### config.mk
export PLATFORM = sky130hd
export DESIGN_NAME = fsp_top
export DESIGN_NICKNAME = d
export VERILOG_FILES = /design/src/fsp_pkg.sv /design/src/fsp_range_decode.sv /design/src/fsp_top.sv
export VERILOG_INCLUDE_DIRS = /design/src
export SDC_FILE = /design/constraint.sdc
export NUM_CORES = 1
export LEC_CHECK = 0
export BUFFER_PORTS_ARGS = -buffer_cell sky130_fd_sc_hd__buf_2
export CORE_AREA = 3 3 165 167
export CTS_BUF_LIST = sky130_fd_sc_hd__clkbuf_16
export DETAILED_ROUTE_END_ITERATION = 12
export DIE_AREA = 0 0 168 170
export PLACE_DENSITY = 0.67
export SYNTH_ARGS = -nofsm -noshare
export SYNTH_HDL_FRONTEND = slang
export SYNTH_HIERARCHICAL = 1
export SYNTH_SLANG_ARGS = --single-unit
### constraint.sdc
create_clock -name clk -period 11.5 [get_ports clk]
set_input_delay 1.15 -clock clk [delete_from_list [all_inputs] [get_ports clk]]
set_output_delay 1.15 -clock clk [all_outputs]
set_load 0.01 [all_outputs]
### src/fsp_cfg.svh
// fsp_cfg.svh: offsets, field positions, reset values and command codes of the flash
// status/protect block. Assumes it is included by bare name after `default_nettype none.
`ifndef FSP_CFG_SVH
`define FSP_CFG_SVH

// ------------------------------------------------------------------
// local register port map (byte addresses, one 32-bit word each)
// ------------------------------------------------------------------
`define FSP_REG_STATUS     8'h00
`define FSP_REG_IRQ_STAT   8'h04
`define FSP_REG_IRQ_MASK   8'h08
`define FSP_REG_PROT_LO    8'h0c
`define FSP_REG_PROT_HI    8'h10
`define FSP_REG_OP_CYCLES  8'h14

// ------------------------------------------------------------------
// interrupt status bit positions
// ------------------------------------------------------------------
`define FSP_IRQ_DONE       0
`define FSP_IRQ_NO_LATCH   1
`define FSP_IRQ_PROTECT    2

// ------------------------------------------------------------------
// status byte field positions and write masks
// ------------------------------------------------------------------
`define FSP_S1_BUSY        0
`define FSP_S1_LATCH       1
`define FSP_S1_SEL_LSB     2
`define FSP_S2_QUAD        1
`define FSP_S2_COMPL       6
`define FSP_S3_DUMMY       0
`define FSP_S3_HOLD_RST    7
`define FSP_S1_WMASK       8'hfc
`define FSP_S2_WMASK       8'h43
`define FSP_S2_OTPMASK     8'h38
`define FSP_S3_WMASK       8'he1
`define FSP_SR1_RESET      8'h00
`define FSP_SR2_RESET      8'h00
`define FSP_SR3_RESET      8'h20
`define FSP_OP_CYCLES_DEF  16'h0100

// ------------------------------------------------------------------
// array geometry and command codes
// ------------------------------------------------------------------
`define FSP_ARRAY_END      24'hffffff
`define FSP_ARRAY_SIZE     25'h1000000
`define FSP_BLOCK_UNIT     25'h0040000
`define FSP_SECTOR_UNIT    25'h0001000
`define FSP_MASK_4K        24'h000fff
`define FSP_MASK_32K       24'h007fff
`define FSP_MASK_64K       24'h00ffff
`define FSP_CMD_WREN       8'h06
`define FSP_CMD_WRDI       8'h04
`define FSP_CMD_RDSR1      8'h05
`define FSP_CMD_RDSR2      8'h35
`define FSP_CMD_RDSR3      8'h15
`define FSP_CMD_WRSR1      8'h01
`define FSP_CMD_WRSR2      8'h31
`define FSP_CMD_WRSR3      8'h11
`define FSP_CMD_PP         8'h02
`define FSP_CMD_SE         8'h20
`define FSP_CMD_BE32       8'h52
`define FSP_CMD_BE64       8'hd8
`define FSP_CMD_CE_A       8'h60
`define FSP_CMD_CE_B       8'hc7
`define FSP_BITS_CMD       6'd8
`define FSP_BITS_WRSR      6'd16
`define FSP_BITS_ADDR      6'd32
`define FSP_BITS_SAT       6'd40

`endif

### src/fsp_pkg.sv
// fsp_pkg: types shared by the flash status/protect block.
// Assumes fsp_cfg.svh for all numeric constants.
package fsp_pkg;

  // internal operation that keeps the busy flag up
  typedef enum logic [1:0] {
    FSP_OP_IDLE  = 2'b00,
    FSP_OP_SRW   = 2'b01,
    FSP_OP_PROG  = 2'b10,
    FSP_OP_ERASE = 2'b11
  } fsp_op_t;

  // whole state of the top module
  typedef struct packed {
    logic [2:0]  cs_sync;
    logic [2:0]  sclk_sync;
    logic [1:0]  si_sync;
    logic [5:0]  cnt;
    logic [2:0]  phase;
    logic [7:0]  cmd;
    logic [31:0] shreg;
    logic [23:0] addr;
    logic [7:0]  rdbuf;
    logic        so;
    logic        so_drive;
    logic [7:0]  sr1;
    logic [7:0]  sr2;
    logic [7:0]  sr3;
    logic        write_enable_latch;
    logic [15:0] busy_cnt;
    fsp_op_t     op;
    logic [2:0]  irq_stat;
    logic [2:0]  irq_mask;
    logic [15:0] op_cycles;
    logic [31:0] rdata;
  } fsp_state_t;

endpackage : fsp_pkg

### src/fsp_range_decode.sv
// fsp_range_decode: turns the five protect-select bits and the complement bit into an
// inclusive protected address range. Pure combinational; the caller registers nothing.
`timescale 1ns/1ps
`default_nettype none
`include "fsp_cfg.svh"

module fsp_range_decode
  import fsp_pkg::*;
(
  input  wire logic [4:0]  sel,
  input  wire logic        compl,
  output logic             none,
  output logic [23:0]      lo,
  output logic [23:0]      hi
);

  // ------------------------------------------------------------------
  // base region as for complement clear, then flipped when complement set
  // ------------------------------------------------------------------
  always_comb begin
    logic [2:0]  k;
    logic [2:0]  sh;
    logic [24:0] size;
    logic [23:0] blo;
    logic [23:0] bhi;
    logic        b_none;
    logic        b_all;
    k      = sel[2:0];            // upper two bits matter only for shape
    sh     = (k == 3'h0) ? 3'h0 : k - 3'h1;
    b_none = (k == 3'h0);
    b_all  = (k == 3'h7);
    size   = `FSP_BLOCK_UNIT;
    blo    = 24'h000000;
    bhi    = `FSP_ARRAY_END;
    // small top/bottom regions saturate at 32KB for codes 10x and 110
    if (sel[4]) begin
      size = `FSP_SECTOR_UNIT << ((k >= 3'h4) ? 3'h3 : sh);
    end else begin
      size = `FSP_BLOCK_UNIT << sh;
    end
    if (sel[3]) begin
      blo = 24'h000000;
      bhi = 24'(size - 25'h1);
    end else begin
      blo = 24'(`FSP_ARRAY_SIZE - size);
      bhi = `FSP_ARRAY_END;
    end
    none = b_none;
    lo   = blo;
    hi   = bhi;
    if (!compl) begin
      if (b_all) begin
        lo = 24'h000000;
        hi = `FSP_ARRAY_END;
      end
    end else begin
      none = b_all;
      if (b_none) begin
        lo = 24'h000000;
        hi = `FSP_ARRAY_END;
      end else if (blo == 24'h000000) begin
        lo = bhi + 24'h1;
        hi = `FSP_ARRAY_END;
      end else begin
        lo = 24'h000000;
        hi = blo - 24'h1;
      end
    end
  end

endmodule : fsp_range_decode
`default_nettype wire

### src/fsp_top.sv
// fsp_top: status bytes, write-enable latch, busy flag and array protection of a serial
// flash, with a sampled serial command link and a local register port with interrupt.
// Assumes clk at 100 MHz, link clock well below clk/4, and link pins asynchronous to clk.
// Behaviour
// - complement lower regions for codes 001..110
// - complement upper regions from 256KB to 8MB
// - complement: 000 protects all, 111 none
// - complement: all except small top region
// - complement: all except small bottom region
// - bottom 16KB and 32KB regions, complement clear
// - first status byte field layout
// - second status byte field layout
// - third status byte field layout
// - busy flag high during internal operation
// - busy flag low when nothing runs
// - writes refused while latch is clear
// - program/erase into protected range rejected
// - shared pin mode from quad and select
`timescale 1ns/1ps
`default_nettype none
`include "fsp_cfg.svh"

module fsp_top
  import fsp_pkg::*;
#(
  parameter logic [15:0] OP_CYCLES_DEFAULT = `FSP_OP_CYCLES_DEF
) (
  input  wire logic        clk,
  input  wire logic        arst_n,
  input  wire logic [7:0]  reg_addr,
  input  wire logic [31:0] reg_wdata,
  input  wire logic        reg_wr,
  input  wire logic        reg_rd,
  output logic [31:0]      reg_rdata,
  output logic             irq,
  input  wire logic        cs_n,
  input  wire logic        sclk,
  input  wire logic        si,
  output logic             so,
  output logic             so_oe_n,
  output logic             write_in_progress,
  output logic             pin_hold_mode,
  output logic             pin_reset_mode,
  output logic             pin_data_mode
);

  // ------------------------------------------------------------------
  // elaboration check
  // ------------------------------------------------------------------
  if (OP_CYCLES_DEFAULT == 16'h0000) begin : g_chk
    $error("OP_CYCLES_DEFAULT must be nonzero");
  end

  fsp_state_t s;
  fsp_state_t next_s;

  logic        rise;
  logic        fall;
  logic        cs_low;
  logic        cs_end;
  logic        prot_none;
  logic [23:0] prot_lo;
  logic [23:0] prot_hi;
  logic [7:0]  view1;
  logic [7:0]  view2;
  logic [7:0]  view3;

  // ------------------------------------------------------------------
  // helpers
  // ------------------------------------------------------------------
  // true when [addr & ~m, addr | m] touches the protected range
  function automatic logic hits(input logic [23:0] a, input logic [23:0] m,
                                input logic [23:0] l, input logic [23:0] h,
                                input logic n);
    hits = !n && ((a & ~m) <= h) && ((a | m) >= l);
  endfunction : hits

  function automatic logic is_rdsr(input logic [7:0] c);
    is_rdsr = (c == `FSP_CMD_RDSR1) || (c == `FSP_CMD_RDSR2) || (c == `FSP_CMD_RDSR3);
  endfunction : is_rdsr

  // ------------------------------------------------------------------
  // link edges from the second and third sync stages only
  // ------------------------------------------------------------------
  assign rise   = s.sclk_sync[1] & ~s.sclk_sync[2];
  assign fall   = ~s.sclk_sync[1] & s.sclk_sync[2];
  assign cs_low = ~s.cs_sync[1];
  assign cs_end = s.cs_sync[1] & ~s.cs_sync[2];

  // protected range follows the stored bits every cycle
  fsp_range_decode u_dec (
    .sel  (s.sr1[6:2]),
    .compl(s.sr2[`FSP_S2_COMPL]),
    .none (prot_none),
    .lo   (prot_lo),
    .hi   (prot_hi)
  );

  // status views; volatile bits composed live, reserved read zero
  assign view1 = {s.sr1[7:2], s.write_enable_latch, (s.busy_cnt != 16'h0000)};
  assign view2 = {1'b0, s.sr2[6:3], 1'b0, s.sr2[1:0]};
  assign view3 = {s.sr3[7:5], 4'h0, s.sr3[0]};

  // ------------------------------------------------------------------
  // next-state logic
  // ------------------------------------------------------------------
  always_comb begin
    logic [7:0]  b;
    logic [2:0]  ev;
    logic [2:0]  clr;
    logic [23:0] m;
    logic        ok_len;
    logic        is_mem;
    fsp_op_t     kind;
    next_s = s;
    b      = 8'h00;
    ev     = 3'h0;
    clr    = 3'h0;
    m      = 24'h000000;
    ok_len = 1'b0;
    is_mem = 1'b0;
    kind   = FSP_OP_IDLE;
    next_s.cs_sync   = {s.cs_sync[1:0], cs_n};
    next_s.sclk_sync = {s.sclk_sync[1:0], sclk};
    next_s.si_sync   = {s.si_sync[0], si};

    // shift in on link rising edge; frame state cleared while deselected
    if (!cs_low) begin
      next_s.cnt      = 6'd0;
      next_s.phase    = 3'h0;
      next_s.so_drive = 1'b0;
    end else if (rise) begin
      next_s.shreg = {s.shreg[30:0], s.si_sync[1]};
      next_s.phase = s.phase + 3'h1;
      if (s.cnt < `FSP_BITS_SAT) begin
        next_s.cnt = s.cnt + 6'd1;
      end
      if (s.cnt == `FSP_BITS_CMD - 6'd1) begin
        next_s.cmd = {s.shreg[6:0], s.si_sync[1]};
      end
      if (s.cnt == `FSP_BITS_ADDR - 6'd1) begin
        next_s.addr = {s.shreg[22:0], s.si_sync[1]};
      end
    end

    // status read-out on falling edge; a fresh byte each 8 bits keeps busy live
    if (cs_low && fall && is_rdsr(s.cmd) && (s.cnt >= `FSP_BITS_CMD)) begin
      next_s.so_drive = 1'b1;
      if (s.phase == 3'h0) begin
        unique case (s.cmd)
          `FSP_CMD_RDSR2: b = view2;
          `FSP_CMD_RDSR3: b = view3;
          default:        b = view1;
        endcase
        next_s.so    = b[7];
        next_s.rdbuf = {b[6:0], 1'b0};
      end else begin
        next_s.so    = s.rdbuf[7];
        next_s.rdbuf = {s.rdbuf[6:0], 1'b0};
      end
    end

    // internal operation countdown
    if (s.busy_cnt != 16'h0000) begin
      next_s.busy_cnt = s.busy_cnt - 16'h0001;
      if (s.busy_cnt == 16'h0001) begin
        next_s.op          = FSP_OP_IDLE;
        ev[`FSP_IRQ_DONE]  = 1'b1;
      end
    end

    // commands act at deselect, only on a byte boundary and when idle
    if (cs_end && (s.phase == 3'h0) && (s.cnt >= `FSP_BITS_CMD)
        && (s.busy_cnt == 16'h0000)) begin
      case (s.cmd)
        `FSP_CMD_WREN: next_s.write_enable_latch = 1'b1;
        `FSP_CMD_WRDI: next_s.write_enable_latch = 1'b0;
        `FSP_CMD_WRSR1, `FSP_CMD_WRSR2, `FSP_CMD_WRSR3: begin
          if (s.cnt == `FSP_BITS_WRSR) begin
            if (!s.write_enable_latch) begin
              ev[`FSP_IRQ_NO_LATCH] = 1'b1;
            end else begin
              if (s.cmd == `FSP_CMD_WRSR1) begin
                next_s.sr1 = (s.shreg[7:0] & `FSP_S1_WMASK);
              end else if (s.cmd == `FSP_CMD_WRSR2) begin
                // lock bits only ever go from 0 to 1
                next_s.sr2 = (s.shreg[7:0] & `FSP_S2_WMASK)
                           | ((s.sr2 | s.shreg[7:0]) & `FSP_S2_OTPMASK);
              end else begin
                next_s.sr3 = (s.shreg[7:0] & `FSP_S3_WMASK);
              end
              next_s.write_enable_latch = 1'b0;
              next_s.op       = FSP_OP_SRW;
              next_s.busy_cnt = s.op_cycles;
            end
          end
        end
        `FSP_CMD_PP: begin
          is_mem = 1'b1;
          ok_len = (s.cnt == `FSP_BITS_SAT);
          m      = 24'h000000;
          kind   = FSP_OP_PROG;
        end
        `FSP_CMD_SE: begin
          is_mem = 1'b1;
          ok_len = (s.cnt == `FSP_BITS_ADDR);
          m      = `FSP_MASK_4K;
          kind   = FSP_OP_ERASE;
        end
        `FSP_CMD_BE32: begin
          is_mem = 1'b1;
          ok_len = (s.cnt == `FSP_BITS_ADDR);
          m      = `FSP_MASK_32K;
          kind   = FSP_OP_ERASE;
        end
        `FSP_CMD_BE64: begin
          is_mem = 1'b1;
          ok_len = (s.cnt == `FSP_BITS_ADDR);
          m      = `FSP_MASK_64K;
          kind   = FSP_OP_ERASE;
        end
        `FSP_CMD_CE_A, `FSP_CMD_CE_B: begin
          is_mem = 1'b1;
          ok_len = (s.cnt == `FSP_BITS_CMD);
          m      = `FSP_ARRAY_END;
          kind   = FSP_OP_ERASE;
        end
        default: ;
      endcase
      if (is_mem && ok_len) begin
        if (!s.write_enable_latch) begin
          ev[`FSP_IRQ_NO_LATCH] = 1'b1;
        end else if (hits(s.addr, m, prot_lo, prot_hi, prot_none)) begin
          ev[`FSP_IRQ_PROTECT] = 1'b1;
        end else begin
          next_s.write_enable_latch = 1'b0;
          next_s.op       = kind;
          next_s.busy_cnt = s.op_cycles;
        end
      end
    end

    // register port; a new event beats a same-cycle clear
    if (reg_wr) begin
      unique case (reg_addr)
        `FSP_REG_IRQ_STAT:  clr = reg_wdata[2:0];
        `FSP_REG_IRQ_MASK:  next_s.irq_mask = reg_wdata[2:0];
        `FSP_REG_OP_CYCLES: begin
          if (reg_wdata[15:0] != 16'h0000) begin
            next_s.op_cycles = reg_wdata[15:0];
          end
        end
        default: ;
      endcase
    end
    next_s.irq_stat = (s.irq_stat & ~clr) | ev;
    next_s.rdata    = 32'h0000_0000;
    if (reg_rd) begin
      unique case (reg_addr)
        `FSP_REG_STATUS:    next_s.rdata = {8'h00, view3, view2, view1};
        `FSP_REG_IRQ_STAT:  next_s.rdata = {29'h0, s.irq_stat};
        `FSP_REG_IRQ_MASK:  next_s.rdata = {29'h0, s.irq_mask};
        `FSP_REG_PROT_LO:   next_s.rdata = {7'h00, prot_none, prot_lo};
        `FSP_REG_PROT_HI:   next_s.rdata = {8'h00, prot_hi};
        `FSP_REG_OP_CYCLES: next_s.rdata = {16'h0000, s.op_cycles};
        default:            next_s.rdata = 32'h0000_0000;
      endcase
    end
  end

  // ------------------------------------------------------------------
  // state register; nonvolatile bits only see the power-up reset here
  // ------------------------------------------------------------------
  always_ff @(posedge clk or negedge arst_n) begin
    if (!arst_n) begin
      s           <= '0;
      s.cs_sync   <= 3'h7;
      s.sr1       <= `FSP_SR1_RESET;
      s.sr2       <= `FSP_SR2_RESET;
      s.sr3       <= `FSP_SR3_RESET;
      s.op        <= FSP_OP_IDLE;
      s.op_cycles <= OP_CYCLES_DEFAULT;
    end else begin
      s <= next_s;
    end
  end

  // ------------------------------------------------------------------
  // outputs
  // ------------------------------------------------------------------
  assign reg_rdata      = s.rdata;
  assign irq            = |(s.irq_stat & s.irq_mask);
  assign so             = s.so;
  assign so_oe_n        = ~(s.so_drive & cs_low);
  assign write_in_progress = (s.busy_cnt != 16'h0000);
  // quad mode takes the shared pin as data, else select picks hold or reset
  assign pin_data_mode  = s.sr2[`FSP_S2_QUAD];
  assign pin_hold_mode  = ~s.sr2[`FSP_S2_QUAD] & ~s.sr3[`FSP_S3_HOLD_RST];
  assign pin_reset_mode = ~s.sr2[`FSP_S2_QUAD] & s.sr3[`FSP_S3_HOLD_RST];
endmodule : fsp_top
`default_nettype wire

==> summary.txt, run 1 <==
Clocking
  • CTS Root Cell: clkbuf_16
  • Resized cells post-CTS: 0
  • Clock slew at the register clock pins of the worst setup and hold paths: approximately 0.08 ns
  • Cts hold-fix bufs: 0
  • Later-pin clock latency in the skew report: 0.44 ns
  • Clk sink count: between 150 and 200
  • H-Tree Depth: 4
  • CTS tree: yes
  • Max clock buf depth: 2
  • Post-CTS Setup Repair Bufs: 0
  • Clock buffer count from CTS: 17

Worst setup path
  • CP Cell Sequence: nor3b_1 -> nand2_1 -> ha_1 -> inv_1 -> nand3_1 -> a21oi_1 -> a211oi_1 -> o41ai_1 -> inv_1 -> ha_1 -> nand4_1 -> nor3_1 -> inv_1 -> a2111oi_0 -> o21ai_0 -> o221ai_2 -> mux2_1
  • Worst setup EP type: register
  • Worst setup path category: register to register
  • Max incr delay on CP: 0.75 ns
  • Sum of buffers and inverters on the critical path: 3
  • CP max FO: 16
  • R2r startpoint: s[91]$_DFFE_PN0P_
  • CP Data Arrival Time: 5.98 ns
  • CP required: 11.83 ns
  • Worst path slowest cell: nor3b_1
  • Setup crit start kind: register
  • Most common cell on crit path: inv_1
  • Largest delay share family, worst path: compound AO/OA/AOI/OAI gates
  • Critical Path Start: s[91]$_DFFE_PN0P_
  • R2R Setup Slk: 5.84 ns

Yosys
  • Top-area cell type share of the netlist area: 0.3804
  • Syn Inst Count: ~1100
  • Sequential share of the synthesized area: 0.3932
  • Synth top area cells: dfrtp_1 38%, mux2_2 10%, ha_1 6.8%
  • Post-synth ARST share: 1.000
  • Top_reg_cell synth: dfrtp_1
  • Mean Syn Cell Area: ~9.6 um^2
  • Top-count cell post-synth: dfrtp_1
  • Count of cell types in the netlist: 80
  • Seq cells post-synth: 161
  • Post-synth EDFFs: 0
  • Most instantiated cells after synthesis: 156 x dfrtp_1, 93 x mux2_2, 84 x nor2_1, 83 x inv_1, 66 x nand2_1
  • Dominant cell type by area after synthesis: dfrtp_1
  • Ys Warns: 6
  • Post-Syn Area: 10260 um^2

Route
  • Detailed-route wire length: between 20000 and 25000 um
  • Detailed router's first-iteration violation count: 573
  • Via density: approximately 5.4
  • DR vias: ~7800
  • Number of remaining DRC errors: 0
  • ANT nets after route: 0
  • Wire length per cell: 17.33 um
  • DRT Pass-1 Iters: 5

Timing
  • Fmax: roughly 180 MHz
  • RSZ-0062 raised after global routing: false
  • Final setup viols: 0
  • Worst hold slack: 0.3495 ns
  • Max Slew Vio Count: 0
  • Clk_skew: between 0.01 and 0.015 ns
  • Measured slew at the worst slew-check pin: approximately 1.2 ns
  • Max_slew headroom: 0.1685
  • Final critical-path required period: 5.657 ns
  • Final setup margin: 5.843 ns
  • Final Hold Fails: 0
  • Final Cycle Share: 0.4919
  • Sum of negative setup slack: 0 ns

Min path
  • Worst hold start: next_s[183]$_DFF_PN0_
  • Worst hold path type: register to register

GRT
  • GRT Util Overall: 0.1761
  • Vias in the first global route: 7475
  • Gr ovfl total: 0
  • Pin count of the biggest net entering global routing: 90
  • Antenna violations before repair: 0
  • First-pass GRT wire length: around 40000 um

Pwr
  • Static Leak: 5.388 nW
  • Power Density: between 100 and 150 nW/um^2
  • Worst VDD drop: roughly 0.079 mV

Floorplanning
  • Starting density of the core: 0.3960
  • DIE HEIGHT: 170 um
  • Die W: between 150 and 200 um
  • Rows: 59
  • Core box area: between 20000 and 30000 um^2
  • Io pins: 86
  • Die ar.: roughly 29000 um^2

Final layout
  • Finished Core Util: 0.4294
  • # diodes: 0
  • Share of layout cells above drive strength 1: 0.2086
  • Nets: 1188
  • Final Cell Area: roughly 11000 um^2
  • Area delta synth->final: 8.426%

Placed design
  • Post-DP Area: 10530 um^2
  • IO buf count: 62
  • Routability congestion estimate: 0.9214
  • DPL Wire Length: ~18000 um
  • Pre-CTS WS: slightly below 6 ns

Status
  • Outcome: finished, final reports clean

Flow run
  • Max-Cap Viols: 0
==> routing by layer <==
metal  vias up  global-route usage  wire length, um
met5         -                   0                0
li1       3727                   -                -
met2       232              0.2768            11250
met4         0             0.06154              603
met3        43             0.03322             1382
met1      3777              0.2448            11600
==> flip-flops by register name, indices dropped and copies added (netlist names) <==
name           count
next_s             5
pin_data_mode      1
reg_rdata         25
s                129
so                 1
==> report_power, final <==
part | switching, mW | total (mW) | internal (mW) | leakage (nW)
clock network | 0.272 | 0.562 | 0.290 | 0.279
logic | 0.0369 | 0.0637 | 0.0268 | 2.99
registers | 0.0293 | 0.615 | 0.586 | 2.12
total | 0.338 | 1.24 | 0.903 | 5.39
==> logic make-up after synthesis <==
family / share of synthesized area
buffers and inverters: 0.09474
AND/OR/NAND/NOR: 0.1739
multiplexers: 0.1082
AO/OA/AOI/OAI: 0.1410
XOR/XNOR: 0.01963
adder cells (fa/ha/maj): 0.06828
other: 0.001097
flip-flops: 0.3932
==> final cells by class <==
| class | count | area (um^2) |
|---|---|---|
| well taps | 335 | 419.2 |
| repair buffers | 73 | 399.1 |
| clock buffers | 17 | 425.4 |
| clock inverters | 15 | 167.7 |
| inverters | 83 | 311.5 |
| flip-flops and latches | 161 | 4035 |
| multi-input cells | 749 | 5368 |
| fillers | 2446 | 14790 |
==> cell usage in the layout, fill, tap and decap left out, types with 9 or more instances in the layout <==
| cell | instances |
|---|---|
| buf_4 | 11 |
| and2_1 | 26 |
| a22o_1 | 14 |
| nor2_1 | 84 |
| a22oi_1 | 23 |
| ha_1 | 56 |
| nand2b_1 | 24 |
| nor3_1 | 15 |
| clkbuf_16 | 17 |
| nand3_1 | 22 |
| a222oi_1 | 11 |
| dfrtp_1 | 156 |
| inv_1 | 83 |
| nand2_1 | 66 |
| a21oi_1 | 48 |
| xor2_1 | 12 |
| nand4_1 | 13 |
| a31oi_1 | 9 |
| o21ai_0 | 37 |
| o21ai_1 | 13 |
| nor2b_1 | 11 |
| conb_1 | 31 |
| buf_2 | 61 |
| xnor2_1 | 11 |
| mux2_2 | 93 |
==> final timing paths <==
path,endpoint,depth (start not counted)
worst max-delay path,s[57]$_DFF_PN0_,17
worst min-delay path,next_s[184]$_DFF_PN0_,0
worst max register to register,s[57]$_DFF_PN0_,17
worst min register to register,next_s[184]$_DFF_PN0_,0
max in group asynchronous,s[41]$_DFFE_PN0P_,2
min in group asynchronous,reg_rdata[21]$_DFF_PN0_,1
==> metrics by stage <==
step                      cells  total power [mW]
after CTS                  1433             1.255
after floorplan            1101            0.6576
after global routing       1433             1.290
after global placement     1401            0.6861
final                      1433             1.241
after detailed placement   1401            0.6897
Power figures use the tool's default switching activity.
==> inputs of run 2 (changes only) <==
Settings changed: ABC_AREA from default to 1, CORE_AREA 3 3 165 167 to 3 3 168 170, DIE_AREA 0 0 168 170 to 0 0 171 173, PLACE_DENSITY 0.67 to 0.68.
Clock period 11.5 ns to 5.7 ns, I/O delays scaled along.
==> run 2 against run 1 <==
Sequential power grew 95%. Non-clock buffer count shrank 2. Via count grew 21%. Flip-flop and latch count is the same. Synthesized cell count grew 35%. Critical path depth grew 10. Sequential share of layout area shrank 1.8 points.
==> summary.txt, run 2 <==
Clocking
  • Later-pin clock latency in the skew report: 0.44 ns (about the same)
  • Post-CTS Setup Repair Bufs: 0 (unchanged)
  • H-Tree Depth: 4 (unchanged)
  • CTS Root Cell: clkbuf_16 (unchanged)
  • Clock buffer count from CTS: 17 (unchanged)
  • Cts hold-fix bufs: 0 (unchanged)
  • Clock slew at the register clock pins of the worst setup and hold paths: 0.07 ns (was 0.08 ns)
  • CTS tree: yes (unchanged)
  • Max clock buf depth: 2 (unchanged)
  • Resized cells post-CTS: 0 (unchanged)
  • Clk sink count: 161 (unchanged)

Final layout
  • Share of layout cells above drive strength 1: 0.1344 (was 0.2086)
  • Max FFs per register: 129 (unchanged)
  • # diodes: 0 (unchanged)
  • Most flops, register: s (unchanged)
  • Final Cell Area: 11710 um^2 (was 11130 um^2)
  • Area delta synth->final: 9.107% (was 8.426%)
  • Most common cell after layout, fill and taps aside: nand2_1 (was dfrtp_1)
  • Most frequent cells in the layout: 326 x nand2_1, 234 x inv_1, 156 x dfrtp_1, 127 x nor2_1, 115 x o21ai_0 (was 156 x dfrtp_1, 93 x mux2_2, 84 x nor2_1, 83 x inv_1, 66 x nand2_1)
  • Nets: 1585 (was 1188)

Route
  • Wire length per cell: 15.73 um (was 17.33 um)
  • Detailed router's first-iteration violation count: 753 (was 573)
  • Number of remaining DRC errors: 0 (unchanged)
  • DRT Pass-1 Iters: 5 (unchanged)
  • DR vias: 9389 (was 7779)
  • ANT nets after route: 0 (unchanged)
  • Via density: 5.114 (was 5.428)
  • Detailed-route wire length: 28880 um (was 24840 um)

Yosys
  • Post-Syn Area: 10730 um^2 (was 10260 um^2)
  • Sequential share of the synthesized area: 0.3760 (was 0.3932)
  • Seq cells post-synth: 161 (unchanged)
  • Syn Inst Count: 1448 (was 1073)
  • Top-area cell type share of the netlist area: 0.3638 (was 0.3804)
  • Dominant cell type by area after synthesis: dfrtp_1 (unchanged)
  • Synth top area cells: dfrtp_1 36%, nand2_1 11%, inv_1 8.2% (was dfrtp_1 38%, mux2_2 10%, ha_1 6.8%)
  • Ys Warns: 6 (unchanged)
  • Post-synth EDFFs: 0 (unchanged)
  • Mean Syn Cell Area: 7.410 um^2 (was 9.563 um^2)
  • Most instantiated cells after synthesis: 326 x nand2_1, 234 x inv_1, 156 x dfrtp_1, 128 x nor2_1, 115 x o21ai_0 (was 156 x dfrtp_1, 93 x mux2_2, 84 x nor2_1, 83 x inv_1, 66 x nand2_1)
  • Top_reg_cell synth: dfrtp_1 (unchanged)
  • Post-synth ARST share: 1.000 (unchanged)
  • Count of cell types in the netlist: 56 (was 80)
  • Top-count cell post-synth: nand2_1 (was dfrtp_1)

Flow run
  • Max-Cap Viols: 0 (unchanged)

Worst setup path
  • CP Data Arrival Time: 4.84 ns (was 5.98 ns)
  • Worst path slowest cell: a21oi_1 (was nor3b_1)
  • Worst setup EP type: register (unchanged)
  • CP max FO: 11 (was 16)
  • Worst setup path category: register to register (unchanged)
  • CP required: 6.03 ns (was 11.83 ns)
  • Setup crit start kind: register (unchanged)
  • Largest delay share family, worst path: simple AND/OR/NAND/NOR gates (was compound AO/OA/AOI/OAI gates)
  • Max incr delay on CP: 0.39 ns (was 0.75 ns)
  • Most common cell on crit path: nand2_1 (was inv_1)
  • Sum of buffers and inverters on the critical path: 6 (was 3)

Timing
  • RSZ-0062 raised after global routing: false (unchanged)
  • Final critical-path required period: 4.509 ns (was 5.657 ns)
  • Final Hold Fails: 0 (unchanged)
  • Fmax: 221.8 MHz (was 176.8 MHz)
  • Sum of negative setup slack: 0 ns (unchanged)
  • Final Cycle Share: 0.7910 (was 0.4919)
  • Max Slew Vio Count: 0 (unchanged)
  • Measured slew at the worst slew-check pin: 1.089 ns (was 1.243 ns)
  • Max_slew headroom: 0.2716 (was 0.1685)
  • Clk_skew: 0.01482 ns (was 0.01074 ns)
  • Final setup viols: 0 (unchanged)

Floorplanning
  • DIE HEIGHT: 173 um (was 170 um)
  • Die W: 171 um (was 168 um)
  • Core box area: 26880 um^2 (was 25910 um^2)
  • Die ar.: 29580 um^2 (was 28560 um^2)
  • Io pins: 86 (unchanged)
  • Starting density of the core: 0.3993 (was 0.3960)
  • Rows: 60 (was 59)

Pwr
  • Seq pwr share: 0.464 (was 0.496)
  • Static Leak: 6.179 nW (was 5.388 nW)
  • Internal: 1.919 mW (was 903.0 uW)
  • Psw: 665.1 uW (was 338.1 uW)
  • Combinational share of power: 0.064 (was 0.051)
  • Switching share of power: 0.2574 (was 0.2724)
  • Power Density: 220.7 nW/um^2 (was 111.6 nW/um^2)
  • Clk pwr share: 0.472 (was 0.453)
  • Worst VDD drop: 0.2047 mV (was 0.07912 mV)

Min path
  • Worst hold path type: input port to asynchronous set/reset pin (was register to register)

GRT
  • Vias in the first global route: 8771 (was 7475)
  • Pin count of the biggest net entering global routing: 76 (was 90)
  • Antenna violations before repair: 0 (unchanged)
  • First-pass GRT wire length: 46390 um (was 40290 um)
  • GRT Util Overall: 0.1974 (was 0.1761)
  • Gr ovfl total: 0 (unchanged)

Placed design
  • DPL Wire Length: 22480 um (was 18420 um)
  • Post-DP Area: 11090 um^2 (was 10530 um^2)
  • IO buf count: 62 (unchanged)
  • Routability congestion estimate: 0.9339 (was 0.9214)

Status
  • Outcome: finished, final reports clean (unchanged)
[run 2: cell types whose count changed after synthesis, sizes merged, moves of 41 or more]
cell	change
nand2	+278
mux2	-89
nand3	+41
inv	+175
o21ai	+90
nor2	+54
[run 2: layer usage]
| layer | up-vias | share of wire | GRT usage |
|---|---|---|---|
| met1 | 4384 | 0.46 | 0.2739 |
| met5 | - | 0 | 0 |
| met4 | 0 | 0.028 | 0.07009 |
| li1 | 4665 | - | - |
| met2 | 283 | 0.46 | 0.3140 |
| met3 | 57 | 0.056 | 0.02904 |
[run 2: path summary, 6_finish.rpt]
path	from	to	slack [ns]	depth (start not counted)
setup / recovery	s[93]$_DFFE_PN0P_	s[71]$_DFF_PN0_	1.19	27
hold / removal	arst_n	s[164]$_DFFE_PN0P_	0.07	1
setup reg to reg	s[93]$_DFFE_PN0P_	s[71]$_DFF_PN0_	1.19	27
hold reg to reg	next_s[181]$_DFF_PN0_	s[181]$_DFF_PN0_	0.37	0
max in group asynchronous	arst_n	s[79]$_DFFE_PN0P_	4.31	2
min in group clk	cs_n	next_s[186]$_DFF_PN1_	0.24	1
[run 2: cell families (layout without fill, tap and decap cells)]
kind of cell | count (synthesis) | count (layout) | share of synthesized area
DFF | 161 | 161 | 0.3760
xor gates and xnor gates | 9 | 9 | 0.007346
AOI/OAI and AO/OA | 259 | 259 | 0.1426
and+or+nand+nor | 608 | 608 | 0.2573
adders and majority gates | 56 | 56 | 0.06530
buffers and inverters | 346 | 365 | 0.1440
other | 3 | 31 | 0.001049
muxes | 6 | 6 | 0.006296
[run 2: per-stage QoR]
stage	utilization	total power [mW]	setup WS, ns	hold slack, ns	std cells
finish	0.4356	2.584	1.191	0.06638	1836
global route	0.4356	2.679	0.9187	0.09578	1836
CTS	0.4356	2.605	1.295	0.07642	1836
detailed placement	0.4126	1.386	1.299	0.3393	1804
global placement	0.4126	1.382	1.349	0.3339	1804
floorplan	-	1.321	2.194	0.2744	1476
[run 2: worst register-to-register path, delay by kind of cell, from the launching register on]
| family | cells | cell delay (ns) |
|---|---|---|
| AND/OR/NAND/NOR | 18 | 2.35 |
| buffers and inverters | 6 | 0.66 |
| adder cells (fa/ha/maj) | 2 | 0.65 |
| AO/OA/AOI/OAI | 1 | 0.39 |
| flip-flops | 1 | 0.38 |
[run 2: cell type report]
class / count / area [um^2]
Multi-Input combinational cell: 969 / 5258
Timing Repair Buffer: 71 / 384.1
Fill cell: 2703 / 15170
Clock inverter: 15 / 192.7
Clock buffer: 17 / 425.4
Tap cell: 341 / 426.7
Sequential cell: 161 / 4035
Inverter: 262 / 985.9
[run 2: power groups by stage]
| stage | clock network, mW | registers [mW] | logic, mW |
|---|---|---|---|
| 5_1_grt | 1.29 | 1.20 | 0.192 |
| 6_report | 1.22 | 1.20 | 0.166 |
| 4_1_cts | 1.24 | 1.20 | 0.167 |
| 3_5_place_dp | 0 | 1.22 | 0.166 |
| 2_1_floorplan | 0 | 1.21 | 0.108 |
| 3_3_place_gp | 0 | 1.22 | 0.164 |
==> inputs of run 3 (changes only) <==
Settings changed: ABC_AREA 1 to 0, CORE_AREA 3 3 168 170 to 3 3 165 167, DIE_AREA 0 0 171 173 to 0 0 168 170, PLACE_DENSITY 0.68 to 0.67.
Clock period 5.7 ns to 4.3 ns, I/O delays scaled along.
==> run 3 against run 2 <==
Clock-buffer cell count unchanged. Wire length is 12% lower. Clock power grew 25%. Utilization up 1.2 points. Sequential share of layout area is 0.33 points higher. Setup slack lost 1.0 ns. Cell count shrank 19%. Critical path depth fell by 7. Combinational power grew 4%. Largest power group is now sequential cells.
==> summary.txt, run 3 (synthesis results as in run 1) <==
Final layout
  • Nets: 1238 (was 1585)
  • Most flops, register: s (unchanged)
  • Max FFs per register: 129 (unchanged)
  • Most frequent cells in the layout: 156 x dfrtp_1, 93 x mux2_2, 84 x nor2_1, 83 x inv_1, 66 x nand2_1 (was 326 x nand2_1, 234 x inv_1, 156 x dfrtp_1, 127 x nor2_1, 115 x o21ai_0)
  • Area delta synth->final: 13.02% (was 9.107%)
  • Most common cell after layout, fill and taps aside: dfrtp_1 (was nand2_1)
  • Share of layout cells above drive strength 1: 0.2535 (was 0.1344)
  • # diodes: 0 (unchanged)
  • Finished Core Util: 0.4476 (was 0.4356)

Clocking
  • Clock slew at the register clock pins of the worst setup and hold paths: 0.07 ns (about the same)
  • CTS tree: yes (unchanged)
  • Later-pin clock latency in the skew report: 0.43 ns (was 0.44 ns)
  • Clk sink count: 161 (unchanged)
  • Clock buffer count from CTS: 17 (unchanged)
  • Max clock buf depth: 2 (unchanged)
  • H-Tree Depth: 4 (unchanged)
  • Cts hold-fix bufs: 0 (unchanged)
  • CTS Root Cell: clkbuf_16 (unchanged)

Timing
  • Clk_skew: 0.01145 ns (was 0.01482 ns)
  • Max Slew Vio Count: 0 (unchanged)
  • Fmax: 241.9 MHz (was 221.8 MHz)
  • Final critical-path required period: 4.134 ns (was 4.509 ns)
  • Final setup viols: 0 (unchanged)
  • Measured slew at the worst slew-check pin: 1.007 ns (was 1.089 ns)
  • Final Hold Fails: 0 (unchanged)
  • Max_slew headroom: 0.3229 (was 0.2716)
  • Final Cycle Share: 0.9614 (was 0.7910)
  • Worst hold slack: 0.09058 ns (was 0.06638 ns)

Route
  • DRT Pass-1 Iters: 6 (was 5)
  • DR vias: 8013 (was 9389)
  • Wire length per cell: 17.22 um (was 15.73 um)
  • Detailed router's first-iteration violation count: 570 (was 753)
  • Number of remaining DRC errors: 0 (unchanged)
  • ANT nets after route: 0 (unchanged)
  • Via density: 5.403 (was 5.114)
  • Detailed-route wire length: 25540 um (was 28880 um)

Worst setup path
  • Worst setup path category: register to register (unchanged)
  • Setup crit start kind: register (unchanged)
  • CP max FO: 4 (was 11)
  • CP required: 4.61 ns (was 6.03 ns)
  • Worst path slowest cell: dfrtp_1 (was a21oi_1)
  • R2r endpoint: s[56]$_DFF_PN0_ (was s[71]$_DFF_PN0_)
  • CP Cell Sequence: buf_4 -> nor3b_4 -> inv_2 -> ha_4 -> nand2b_1 -> nor2_1 -> nand2_1 -> o41ai_2 -> buf_4 -> inv_1 -> ha_1 -> nand4_1 -> nor3_2 -> inv_2 -> a2111oi_4 -> buf_4 -> o21ai_0 -> o221ai_2 -> buf_6 -> mux2_1
  • Sum of buffers and inverters on the critical path: 7 (was 6)
  • Worst setup EP type: register (unchanged)
  • R2r startpoint: s[93]$_DFFE_PN0P_ (unchanged)
  • R2R Setup Slk: 0.17 ns (was 1.19 ns)
  • Largest delay share family, worst path: simple AND/OR/NAND/NOR gates (unchanged)
  • CP Data Arrival Time: 4.45 ns (was 4.84 ns)
  • Most common cell on crit path: buf_4 (was nand2_1)
  • Worst Reg-to-Reg Cells: 20 (was 27)
  • Max incr delay on CP: 0.41 ns (was 0.39 ns)

Min path
  • Worst hold path type: input port to register (was input port to asynchronous set/reset pin)
  • Hold EP: next_s[186]$_DFF_PN1_
  • Worst hold start: cs_n
  • Hold depth: 1

Floorplanning
  • Starting density of the core: 0.3960 (was 0.3993)
  • Die W: 168 um (was 171 um)
  • DIE HEIGHT: 170 um (was 173 um)
  • Core box area: 25910 um^2 (was 26880 um^2)
  • Die ar.: 28560 um^2 (was 29580 um^2)
  • Rows: 59 (was 60)
  • Io pins: 86 (unchanged)

Placed design
  • Routability congestion estimate: 0.8864 (was 0.9339)
  • IO buf count: 62 (unchanged)
  • DPL Wire Length: 19130 um (was 22480 um)

GRT
  • Vias in the first global route: 7809 (was 8771)
  • Antenna violations before repair: 0 (unchanged)
  • Pin count of the biggest net entering global routing: 99 (was 76)
  • First-pass GRT wire length: 41250 um (was 46390 um)
  • Gr ovfl total: 0 (unchanged)
  • GRT Util Overall: 0.1796 (was 0.1974)

Pwr
  • Worst VDD drop: 0.2620 mV (was 0.2047 mV)
  • Power Density: 288.0 nW/um^2 (was 220.7 nW/um^2)
  • Static Leak: 5.661 nW (was 6.179 nW)

Flow run
  • Max-Cap Viols: 0 (unchanged)

Status
  • Outcome: finished, final reports clean (unchanged)
-- run 3: cell count changes in the layout (fill, tap and decap cells not counted), moves of 26 or more --
cell,change
nand3_1,-37
and2_1,+26
o21ai_0,-80
buf_4,+50
nand2_1,-260
mux2_2,+87
inv_1,-151
nor2_1,-43
-- run 3: cell type report --
cell class | count | area (um^2)
Clock buffer | 17 | 425.4
Clock inverter | 15 | 160.2
Fill cell | 2449 | 14310
Inverter | 83 | 311.5
Multi-Input combinational cell | 749 | 5464
Sequential cell | 161 | 4035
Tap cell | 335 | 419.2
Timing Repair Buffer | 123 | 782.0
-- run 3: worst max-delay path by stage --
stage	start	to	slack, ns	depth (start not counted)
after floorplan	s[93]$_DFFE_PN0P_	s[56]$_DFF_PN0_	0.13	17
after global placement	s[93]$_DFFE_PN0P_	s[56]$_DFF_PN0_	-0.11	19
after detailed placement	s[93]$_DFFE_PN0P_	s[56]$_DFF_PN0_	-0.15	19
after CTS	s[93]$_DFFE_PN0P_	s[56]$_DFF_PN0_	0.02	20
after global routing	s[93]$_DFFE_PN0P_	s[56]$_DFF_PN0_	-0.006	20
final	s[93]$_DFFE_PN0P_	s[56]$_DFF_PN0_	0.17	20
-- run 3: stage by stage --
stage / total power [mW] / instances / setup slack (ns) / setup TNS [ns] / instance area, um^2
global route: 3.460 / 1483 / -0.006030 / -0.01037 / 11600
CTS: 3.368 / 1482 / 0.01605 / 0 / 11500
floorplan: 1.759 / 1101 / 0.1311 / 0 / 10370
finish: 3.340 / 1483 / 0.1661 / 0 / 11600
detailed placement: 1.846 / 1450 / -0.1481 / -1.546 / 10900
global placement: 1.839 / 1450 / -0.1147 / -1.101 / 10900
-- run 3: repair_timing --
item | in CTS | in global routing
cloned | 0 | 0
setup buffers | 0 | 1
gates resized for setup | 5 | 19
pin swaps | 0 | 2
setup endpoints to repair | 15 | 17
-- run 3: metal layers --
metal,global-route usage,part of all wire
met5,0,0
met2,0.2859,0.46
met1,0.2515,0.46
met4,0.05229,0.022
met3,0.03298,0.062
-- run 3: report_power, final --
part | leakage (nW) | internal [mW] | total, mW | switching (mW)
logic | 3.26 | 0.0724 | 0.172 | 0.0997
registers | 2.12 | 1.57 | 1.65 | 0.0830
clock network | 0.283 | 0.861 | 1.52 | 0.656
